--- config.mk ---
export PLATFORM = sky130hd
export DESIGN_NAME = sodimm_dram_controller
export DESIGN_NICKNAME = d
export VERILOG_FILES = /design/src/verilog/dram_ctrl_pkg.sv /design/src/verilog/sodimm_dram_controller.sv
export SDC_FILE = /design/constraint.sdc
export NUM_CORES = 2
export LEC_CHECK = 0
export ABC_AREA = 1
export ABC_CLOCK_PERIOD_IN_PS = 6800
export BUFFER_PORTS_ARGS = -buffer_cell sky130_fd_sc_hd__buf_2
export CAP_MARGIN = 10
export CORE_UTILIZATION = 45
export CTS_CLUSTER_DIAMETER = 80
export DETAILED_ROUTE_END_ITERATION = 10
export SLEW_MARGIN = 20
export SYNTH_ARGS = -nofsm -noshare
export SYNTH_HDL_FRONTEND = slang
export SYNTH_SLANG_ARGS = --single-unit
--- constraint.sdc ---
create_clock -name CORE_CLK_I -period 6.8 [get_ports CORE_CLK_I]
set_input_delay 1.36 -clock CORE_CLK_I [delete_from_list [all_inputs] [get_ports CORE_CLK_I]]
set_output_delay 1.36 -clock CORE_CLK_I [all_outputs]
set_load 0.01 [all_outputs]
--- src/verilog/dram_ctrl_pkg.sv ---
// Constants, commands and states of the SODIMM DRAM controller.
// Assumes one core clock; times are converted at CLK_PERIOD_NS.
package dram_ctrl_pkg;
  localparam int CLK_PERIOD_NS = 100;
  // Refresh interval in ns; longest time, so rounded down
  localparam int REF_NORMAL_NS = 15600;
  localparam logic [11:0] REF_NORMAL_CYC =
    12'(REF_NORMAL_NS / CLK_PERIOD_NS);
  // Device least times in ns, rounded up to cycles
  localparam int TRP_NS  = 20;
  localparam int TRCD_NS = 20;
  localparam int TRAS_NS = 45;
  localparam int TRFC_NS = 70;
  localparam int TMRD_NS = 20;
  localparam logic [3:0] TRP_CYC  =
    4'((TRP_NS + CLK_PERIOD_NS - 1) / CLK_PERIOD_NS);
  localparam logic [3:0] TRCD_CYC =
    4'((TRCD_NS + CLK_PERIOD_NS - 1) / CLK_PERIOD_NS);
  localparam logic [3:0] TRAS_CYC =
    4'((TRAS_NS + CLK_PERIOD_NS - 1) / CLK_PERIOD_NS);
  localparam logic [3:0] TRFC_CYC =
    4'((TRFC_NS + CLK_PERIOD_NS - 1) / CLK_PERIOD_NS);
  localparam logic [3:0] TMRD_CYC =
    4'((TMRD_NS + CLK_PERIOD_NS - 1) / CLK_PERIOD_NS);
  localparam logic [3:0] CAS_LAT = 4'h2;
  // Row boundary unit is 8 Mbyte: byte address bit 23 upward
  localparam int UNIT_LSB = 23;
  localparam int AP_BIT   = 10;
  // Copy two: bits 13 and 10 true polarity, rest inverted
  localparam logic [13:0] ADDR_TWO_INV = 14'h1BFF;
  // Mode word: latency two, burst of one
  localparam logic [13:0] MODE_WORD = 14'h0020;
  // {row strobe, column strobe, write enable}, active low
  localparam logic [2:0] CMD_NOP = 3'h7;
  localparam logic [2:0] CMD_ACT = 3'h3;
  localparam logic [2:0] CMD_RD  = 3'h5;
  localparam logic [2:0] CMD_WR  = 3'h4;
  localparam logic [2:0] CMD_PRE = 3'h2;
  localparam logic [2:0] CMD_REF = 3'h1;
  localparam logic [2:0] CMD_MRS = 3'h0;
  typedef enum logic [3:0] {
    S_INIT_PRE, S_INIT_MRS, S_IDLE, S_PREALL, S_REF, S_PRE,
    S_ACT, S_ACCESS, S_RDWAIT, S_RMW, S_FIN, S_WAIT
  } state_e;
endpackage

--- src/verilog/sodimm_dram_controller.sv ---
// SDRAM/EDO main memory controller: request port to 72-bit array.
// Assumes memory data returns synchronous to CORE_CLK_I.
`timescale 1ns/10ps
module sodimm_dram_controller
  import dram_ctrl_pkg::*;
#(
  parameter int ROWS = 8
)
(
  input  wire logic                CORE_CLK_I,
  input  wire logic                SYS_RST_I,
  input  wire logic                SDRAM_MODE_I,
  input  wire logic                ECC_EN_I,
  input  wire logic                PAGE_OPEN_I,
  input  wire logic [11:0]         REFRESH_INTERVAL_I,
  input  wire logic [1:0]          RAS_TO_CAS_I,
  input  wire logic [1:0]          CAS_WIDTH_I,
  input  wire logic [8*ROWS-1:0]   ROW_BOUND_I,
  input  wire logic [ROWS-1:0]     ROW_64M_I,
  input  wire logic [ROWS-1:0]     ROW_COL9_I,
  input  wire logic                REQ_VALID_I,
  output wire logic                REQ_READY_O,
  input  wire logic                REQ_WRITE_I,
  input  wire logic [27:0]         REQ_ADDR_I,
  input  wire logic [7:0]          REQ_BE_I,
  input  wire logic [63:0]         REQ_WDATA_I,
  output wire logic                RSP_VALID_O,
  output wire logic                RSP_ERR_O,
  output wire logic [63:0]         RSP_RDATA_O,
  output wire logic                ECC_FIXED_O,
  output wire logic                ECC_FATAL_O,
  output wire logic [13:0]         MEM_ADDR_COPY_ONE_O,
  output wire logic [13:0]         MEM_ADDR_COPY_TWO_O,
  output wire logic [7:0]          ROW_SELECT_N_COPY_ONE_O,
  output wire logic [7:0]          ROW_SELECT_N_COPY_TWO_O,
  output wire logic                SDRAM_ROW_STROBE_N_O,
  output wire logic                SDRAM_COL_STROBE_N_O,
  output wire logic                WRITE_ENABLE_N_O,
  output wire logic [7:0]          BYTE_MASK_O,
  output wire logic [5:0]          EDO_ROW_STROBE_N_O,
  output wire logic [7:0]          EDO_COL_STROBE_N_O,
  output wire logic [5:0]          CLOCK_ENABLE_O,
  input  wire logic [63:0]         MEM_DATA_I,
  output wire logic [63:0]         MEM_DATA_O,
  output wire logic                MEM_DATA_OE_O,
  input  wire logic [7:0]          MEM_CHECK_BITS_I,
  output wire logic [7:0]          MEM_CHECK_BITS_O,
  output wire logic                MEM_CHECK_BITS_OE_O
);
  typedef struct packed {
    state_e           st;
    state_e           ret;
    logic [3:0]       cnt;
    logic [3:0]       ras_cnt;
    logic [11:0]      ref_cnt;
    logic             ref_pend;
    logic             sdram;
    logic [2:0]       row;
    logic [1:0]       bank;
    logic [11:0]      prow;
    logic [8:0]       col;
    logic             wr;
    logic             rmw;
    logic [7:0]       be;
    logic [63:0]      wdata;
    logic [31:0]      open_v;
    logic [31:0][11:0] open_row;
    logic [7:0]       cs_n;
    logic [2:0]       cmd;
    logic [13:0]      ma;
    logic [7:0]       dqm;
    logic [63:0]      dq;
    logic [7:0]       cb;
    logic             dq_oe;
    logic [5:0]       cke;
    logic             rsp_v;
    logic             rsp_err;
    logic             fixed;
    logic             fatal;
    logic [63:0]      rdata;
  } ctl_s;

  ctl_s s;
  ctl_s n;
  logic hit;

  // Hamming check bits over positions 1..71, bit 7 overall parity
  function automatic logic [7:0] ecc_gen(input logic [63:0] d);
    logic [6:0] c;
    int k;
    c = '0;
    k = 0;
    for (int p = 1; p < 72; p++)
    begin
      if ((p & (p - 1)) != 0)
      begin
        if (d[k]) c = c ^ 7'(p);
        k++;
      end
    end
    return {^{d, c}, c};
  endfunction

  function automatic logic [63:0] ecc_fix(input logic [63:0] d,
                                          input logic [6:0] syn);
    logic [63:0] r;
    int k;
    r = d;
    k = 0;
    for (int p = 1; p < 72; p++)
    begin
      if ((p & (p - 1)) != 0)
      begin
        if (7'(p) == syn) r[k] = ~d[k];
        k++;
      end
    end
    return r;
  endfunction

  function automatic logic [13:0] bank_bits(input logic is64,
                                            input logic [1:0] b);
    return is64 ? {1'b0, b, 11'h000} : {2'h0, b[0], 11'h000};
  endfunction

  always_comb
  begin
    logic [2:0]  r;
    logic [7:0]  lo;
    logic [7:0]  base;
    logic [24:0] off;
    logic [24:0] rest;
    logic [1:0]  bk;
    logic [11:0] pr;
    logic [8:0]  cl;
    logic [4:0]  idx;
    logic [4:0]  cur;
    logic [7:0]  calc;
    logic [6:0]  syn;
    logic        par;
    logic [63:0] fixd;
    logic        ref_set;
    logic        ref_clr;
    logic        r64;
    n = s;
    r = '0;
    lo = '0;
    base = '0;
    hit = 1'b0;
    ref_set = 1'b0;
    ref_clr = 1'b0;
    // Row decode against cumulative boundaries
    for (int i = 0; i < ROWS; i++)
    begin
      if (!hit)
      begin
        if ({3'h0, REQ_ADDR_I[27:UNIT_LSB]} < ROW_BOUND_I[8*i +: 8])
        begin
          hit = 1'b1;
          r = 3'(i);
          base = lo;
        end
        lo = ROW_BOUND_I[8*i +: 8];
      end
    end
    off = REQ_ADDR_I[27:3] - {base[4:0], 20'h00000};
    rest = ROW_COL9_I[r] ? (off >> 9) : (off >> 8);
    cl = ROW_COL9_I[r] ? off[8:0] : {1'b0, off[7:0]};
    bk = ROW_64M_I[r] ? rest[1:0] : {1'b0, rest[0]};
    pr = ROW_64M_I[r] ? rest[13:2] : {1'b0, rest[11:1]};
    idx = {r, bk};
    cur = {s.row, s.bank};
    r64 = ROW_64M_I[s.row];
    calc = ecc_gen(MEM_DATA_I);
    syn = calc[6:0] ^ MEM_CHECK_BITS_I[6:0];
    par = ^{MEM_DATA_I, MEM_CHECK_BITS_I};
    fixd = (ECC_EN_I && par) ? ecc_fix(MEM_DATA_I, syn) : MEM_DATA_I;

    n.rsp_v = 1'b0;
    n.rsp_err = 1'b0;
    n.fixed = 1'b0;
    n.fatal = 1'b0;
    if (s.ras_cnt != 4'h0) n.ras_cnt = s.ras_cnt - 4'h1;
    if (s.sdram)
    begin
      n.cs_n = '1;
      n.cmd = CMD_NOP;
      n.dqm = '0;
      n.dq_oe = 1'b0;
    end
    if (REFRESH_INTERVAL_I != 12'h000)
    begin
      if (s.ref_cnt >= REFRESH_INTERVAL_I - 12'h001)
      begin
        n.ref_cnt = '0;
        ref_set = 1'b1;
      end
      else
        n.ref_cnt = s.ref_cnt + 12'h001;
    end

    unique case (s.st)
      S_INIT_PRE:
      begin
        n.sdram = SDRAM_MODE_I;
        ref_set = 1'b1;
        if (SDRAM_MODE_I)
        begin
          n.cke = '1;
          n.cs_n = '0;
          n.cmd = CMD_PRE;
          n.ma[AP_BIT] = 1'b1;
          n.st = S_WAIT;
          n.cnt = TRP_CYC;
          n.ret = S_INIT_MRS;
        end
        else
          n.st = S_IDLE;
      end
      S_INIT_MRS:
      begin
        n.cs_n = '0;
        n.cmd = CMD_MRS;
        n.ma = MODE_WORD;
        n.st = S_WAIT;
        n.cnt = TMRD_CYC;
        n.ret = S_IDLE;
      end
      S_WAIT:
      begin
        if (s.cnt <= 4'h1) n.st = s.ret;
        else n.cnt = s.cnt - 4'h1;
      end
      S_IDLE:
      begin
        if (s.ref_pend)
          n.st = (s.sdram && |s.open_v) ? S_PREALL : S_REF;
        else if (REQ_VALID_I && !hit)
        begin
          n.rsp_v = 1'b1;
          n.rsp_err = 1'b1;
        end
        else if (REQ_VALID_I)
        begin
          n.row = r;
          n.bank = bk;
          n.prow = pr;
          n.col = cl;
          n.wr = REQ_WRITE_I;
          n.be = REQ_BE_I;
          n.wdata = REQ_WDATA_I;
          n.rmw = REQ_WRITE_I && ECC_EN_I && (REQ_BE_I != 8'hFF);
          if (s.sdram && s.open_v[idx])
            n.st = (s.open_row[idx] == pr) ? S_ACCESS : S_PRE;
          else
            n.st = S_ACT;
        end
      end
      S_PREALL:
      begin
        if (s.ras_cnt == 4'h0)
        begin
          n.cs_n = '0;
          n.cmd = CMD_PRE;
          n.ma[AP_BIT] = 1'b1;
          n.open_v = '0;
          n.st = S_WAIT;
          n.cnt = TRP_CYC;
          n.ret = S_REF;
        end
      end
      S_REF:
      begin
        ref_clr = 1'b1;
        n.cs_n = '0;
        if (s.sdram) n.cmd = CMD_REF;
        else n.dqm = '0;
        n.st = S_WAIT;
        n.cnt = TRFC_CYC;
        n.ret = S_FIN;
      end
      S_PRE:
      begin
        if (s.ras_cnt == 4'h0)
        begin
          n.cs_n[s.row] = 1'b0;
          n.cmd = CMD_PRE;
          n.ma = bank_bits(r64, s.bank);
          n.open_v[cur] = 1'b0;
          n.st = S_WAIT;
          n.cnt = TRP_CYC;
          n.ret = S_ACT;
        end
      end
      S_ACT:
      begin
        n.cs_n[s.row] = 1'b0;
        n.ma = bank_bits(r64, s.bank) | (r64 ?
          {s.prow[11], 2'h0, s.prow[10:0]} : {3'h0, s.prow[10:0]});
        n.ras_cnt = TRAS_CYC;
        if (s.sdram)
        begin
          n.cmd = CMD_ACT;
          n.open_v[cur] = 1'b1;
          n.open_row[cur] = s.prow;
        end
        n.st = S_WAIT;
        n.cnt = TRCD_CYC + {2'h0, RAS_TO_CAS_I};
        n.ret = S_ACCESS;
      end
      S_ACCESS:
      begin
        n.cs_n[s.row] = 1'b0;
        n.ma = bank_bits(r64, s.bank) | {5'h00, s.col};
        if (s.wr && !s.rmw)
        begin
          n.dqm = ~s.be;
          n.dq = s.wdata;
          n.cb = ecc_gen(s.wdata);
          n.dq_oe = 1'b1;
          n.rsp_v = 1'b1;
          if (s.sdram) n.cmd = CMD_WR;
          else n.cmd[0] = 1'b0;
          n.st = S_WAIT;
          n.cnt = {2'h0, CAS_WIDTH_I} + 4'h1;
          n.ret = S_FIN;
        end
        else
        begin
          n.dqm = '0;
          if (s.sdram) n.cmd = CMD_RD;
          n.st = S_RDWAIT;
          n.cnt = s.sdram ? CAS_LAT : {2'h0, CAS_WIDTH_I} + 4'h1;
        end
      end
      S_RDWAIT:
      begin
        if (s.cnt != 4'h0)
          n.cnt = s.cnt - 4'h1;
        else
        begin
          n.dqm = '1;
          n.fixed = ECC_EN_I && par;
          n.fatal = ECC_EN_I && !par && (syn != 7'h00);
          n.st = S_FIN;
          if (s.rmw)
          begin
            for (int b = 0; b < 8; b++)
              n.wdata[8*b +: 8] = s.be[b] ? s.wdata[8*b +: 8]
                                          : fixd[8*b +: 8];
            n.st = S_RMW;
          end
          else
          begin
            n.rsp_v = 1'b1;
            n.rdata = fixd;
            if (ECC_EN_I && par)
            begin
              n.wdata = fixd;
              n.st = S_RMW;
            end
          end
        end
      end
      S_RMW:
      begin
        n.cs_n[s.row] = 1'b0;
        n.ma = bank_bits(r64, s.bank) | {5'h00, s.col};
        n.dqm = '0;
        n.dq = s.wdata;
        n.cb = ecc_gen(s.wdata);
        n.dq_oe = 1'b1;
        n.rsp_v = s.wr;
        if (s.sdram) n.cmd = CMD_WR;
        else n.cmd[0] = 1'b0;
        n.st = S_WAIT;
        n.cnt = {2'h0, CAS_WIDTH_I} + 4'h1;
        n.ret = S_FIN;
      end
      S_FIN:
      begin
        if (!s.sdram)
        begin
          n.cs_n = '1;
          n.dqm = '1;
          n.cmd = CMD_NOP;
          n.dq_oe = 1'b0;
          n.st = S_WAIT;
          n.cnt = TRP_CYC;
          n.ret = S_IDLE;
        end
        else if (PAGE_OPEN_I || !s.open_v[cur])
          n.st = S_IDLE;
        else if (s.ras_cnt == 4'h0)
        begin
          n.cs_n[s.row] = 1'b0;
          n.cmd = CMD_PRE;
          n.ma = bank_bits(r64, s.bank);
          n.open_v[cur] = 1'b0;
          n.st = S_WAIT;
          n.cnt = TRP_CYC;
          n.ret = S_IDLE;
        end
      end
    endcase
    n.ref_pend = ref_set | (s.ref_pend & ~ref_clr);
  end

  always_ff @(posedge CORE_CLK_I)
  begin
    if (SYS_RST_I)
    begin
      s <= '0;
      s.cs_n <= '1;
      s.cmd <= CMD_NOP;
      s.dqm <= '1;
    end
    else
      s <= n;
  end

  assign REQ_READY_O = (s.st == S_IDLE) && !s.ref_pend;
  assign RSP_VALID_O = s.rsp_v;
  assign RSP_ERR_O = s.rsp_err;
  assign RSP_RDATA_O = s.rdata;
  assign ECC_FIXED_O = s.fixed;
  assign ECC_FATAL_O = s.fatal;
  assign MEM_ADDR_COPY_ONE_O = s.ma;
  assign MEM_ADDR_COPY_TWO_O = s.ma ^ ADDR_TWO_INV;
  assign ROW_SELECT_N_COPY_ONE_O = s.cs_n;
  assign ROW_SELECT_N_COPY_TWO_O = s.cs_n;
  assign SDRAM_ROW_STROBE_N_O = s.cmd[2];
  assign SDRAM_COL_STROBE_N_O = s.cmd[1];
  assign WRITE_ENABLE_N_O = s.cmd[0];
  assign BYTE_MASK_O = s.dqm;
  assign EDO_ROW_STROBE_N_O = s.cs_n[5:0];
  assign EDO_COL_STROBE_N_O = s.dqm;
  assign CLOCK_ENABLE_O = s.cke;
  assign MEM_DATA_O = s.dq;
  assign MEM_DATA_OE_O = s.dq_oe;
  assign MEM_CHECK_BITS_O = s.cb;
  assign MEM_CHECK_BITS_OE_O = s.dq_oe;

  logic live;
  logic rd_cmd;
  logic wr_cmd;
  logic act_cmd;
  logic ref_cmd;
  assign live = s.sdram && !(&s.cs_n);
  assign rd_cmd = live && (s.cmd == CMD_RD);
  assign wr_cmd = live && (s.cmd == CMD_WR);
  assign act_cmd = live && (s.cmd == CMD_ACT);
  assign ref_cmd = live && (s.cmd == CMD_REF);
endmodule

==> results_dict.tcl <==
set metrics [dict create \
    outcome "completed" \
    clockRootBuffer "clkbuf_16" \
    slew_violations 0 \
    grt_pass1_wl_um 210000 \
    tns_ns 0 \
    switching_share_pct 41.9 \
    worstPathMaxFanout 55 \
    r2r_cells 18 \
    ys_async_sr_fraction_pct 0 \
    skew_ns 0.0367 \
    port_buffers 489 \
    cts.sinks 721 \
    cts_setup_buffers 0 \
    insertion_delay_ns 0.67 \
    nFillCells 8637 \
    initial_core_util_pct 45.6 \
    ys.flop_type "dfxtp_1" \
    cts_tree "done" \
    ir_drop_mv 0.537 \
    gp_congestion 1.03 \
    final_cell_mix "829 x nand2_1, 721 x dfxtp_1, 686 x o21ai_0, 637 x a21oi_1, 488 x buf_2" \
    synth_area_sq_um 39000 \
    rsz0062_at_grt "no" \
    area_growth_pct 12.0 \
    cp.required_ns 7.40 \
    synthCells 5395 \
    core_area_sq_um 85500 \
    drc_errors 0 \
    syn_avg_cell_area_sq_um 7.23 \
    pwr_density_cell_nw_per_um2 409 \
    ys_types 62 \
    ys_ff_latch 721 \
    seq_power_share_pct 28.3 \
    drv_cap 0 \
    critPathSlowestCell "nand2_8" \
    cpMostUsedCell "nand2_1" \
    die_x_um 296 \
    intPower_uw 10400 \
    cpPeakStageDelay_ns 0.44 \
    hold_ws_ns 0.456 \
    slew_headroom_pct 23.3 \
    layout.cells.non_filler 6730 \
    drt_first_iter_violations 3338 \
    fin_crit_ns 5.60 \
    cts_made_buffers 82 \
    grt_overflow_total 0 \
    endpoint_kind "flop" \
    hold_viol_final 0 \
    ys_warn_count 0 \
    dp_cells 6565 \
    die-area_sq_um 87800 \
    clockBufferDepth 3 \
    power.leakage_uw 0.0181 \
    wl_um 142000 \
    clockPowerShare_pct 26.9 \
    top_level_ports 493 \
    startpoint_type "primary input" \
    dp_hpwl_um 98500 \
    timing.final.crit_share_pct 82.4 \
    row_count 107 \
    clock.fmax_mhz 178 \
    firstDrtPassIters 7 \
    post_drt_wl_per_cell_um 21.1 \
    viasPerCell 5.52 \
    grtUsageTotal_pct 31.4 \
    drtAntennaViolNets 0 \
    hold_class "flop to flop" \
    clk_pin_slew_ns 0.06 \
    cts_resized 0 \
    drive_above_1_share_pct 14.0 \
    grt_pass1_vias 33793 \
    die-height_um 296 \
    holdPathStages 2 \
    fin_nets 5833 \
    grt_max_degree 138 \
    arrival_ns 6.20 \
    ys_seq_area_share_pct 37.0 \
    synth-edff-count 0 \
    p_switching_uw 7480 \
    worstMarginPinSlew_ns 1.15 \
    final-setup-viol-count 0 \
    syn_nets 5723 \
    worstSetupPathType "primary input to flop" \
    ctsHoldBuffers 0 \
    vias 37123 \
    htreeDepth 3 \
    final_common_cell "nand2_1" \
    combPwrFrac_pct 44.7 \
    antenna_found_initial 15 \
]
cells in the mapped netlist (all sizes together), types with 29 or more instances:
master	number	area share (%)
nand3	430	5.6
a221oi	35	0.79
a21oi	637	8.2
ha	52	1.7
inv	376	3.6
o21ai	690	8.9
nor2	350	3.4
xor2	180	4.0
nand2	844	8.3
buf	275	5.1
xnor2	250	5.6
dfxtp	721	37
clkbuf	281	2.7
o21bai	54	1.0
o211ai	32	0.62
nor3	29	0.39
power by group through the flow:
stage / clock network (uW) / logic (uW) / registers [uW]
2_1_floorplan: 0 / 6120 / 4980
3_3_place_gp: 0 / 7810 / 5140
3_5_place_dp: 0 / 7890 / 5140
4_1_cts: 4870 / 7920 / 5050
5_1_grt: 5040 / 8610 / 5100
6_report: 4810 / 7990 / 5060
path summary, 6_finish.rpt:
path,start,to,slack [ns]
worst min-delay path,s[720],s[720],0.46
worst max-delay path,REQ_ADDR_I[24],s[723],1.20
worst min register to register,s[720],s[720],0.46
worst max register to register,s[722],s[721],2.95
flip-flops by register name, summed over array words and instances, names as in the netlist:
signal and cells:
MEM_CHECK_BITS_O 8, ECC_FATAL_O 1, CLOCK_ENABLE_O 1, MEM_CHECK_BITS_OE_O 1, BYTE_MASK_O 8, ECC_FIXED_O 1, MEM_ADDR_COPY_ONE_O 14, RSP_RDATA_O 64
WRITE_ENABLE_N_O 1, ROW_SELECT_N_COPY_ONE_O 8, SDRAM_COL_STROBE_N_O 1, RSP_ERR_O 1, MEM_DATA_O 64, s 546, SDRAM_ROW_STROBE_N_O 1, RSP_VALID_O 1
final cells by class:
cell class / count / area (sq um) / share of cell area, %
multi-input combinational: 3736 / 20200 / 46.1
inverter: 382 / 1440 / 3.30
clock inverter: 40 / 566 / 1.29
antenna: 15 / 37.5 / 0.0859
tap: 1144 / 1430 / 3.28
timing repair buffer: 582 / 3270 / 7.49
clock buffer: 110 / 2350 / 5.38
sequential: 721 / 14400 / 33.0
through the flow:
stage / util, % / area [sq um] / setup slack [ns] / power, uW
after global placement: 47.6 / 40700 / 0.612 / 12900
final: 51.1 / 43700 / 1.20 / 17900
after detailed placement: 47.6 / 40700 / 0.572 / 13000
after CTS: 51.0 / 43600 / 1.25 / 17800
after floorplan: - / 39000 / 2.36 / 11100
after global routing: 51.0 / 43700 / 0.739 / 18700
critical path: cells and delay by family:
family | cells | cell delay [ns]
compound gates | 1 | 0.11
fa+ha+maj | 1 | 0.27
buf+inv | 4 | 0.81
simple gates | 26 | 3.56
logic make-up after synthesis:
group | synth area share [%]
DFF | 37.0
and+or+nand+nor | 18.9
AOI/OAI and AO/OA | 21.2
xor gates and xnor gates | 9.66
adders and majority gates | 1.72
buffers and inverters | 11.4
muxes | 0.0257
metal layers:
metal  routed length (um)  track usage (%)
met1                59100             40.5
met2                65300             51.1
met3                 9760             4.45
met4                 7620             15.6
met5                   49                0
No activity file was read; power rests on OpenSTA's default activity.
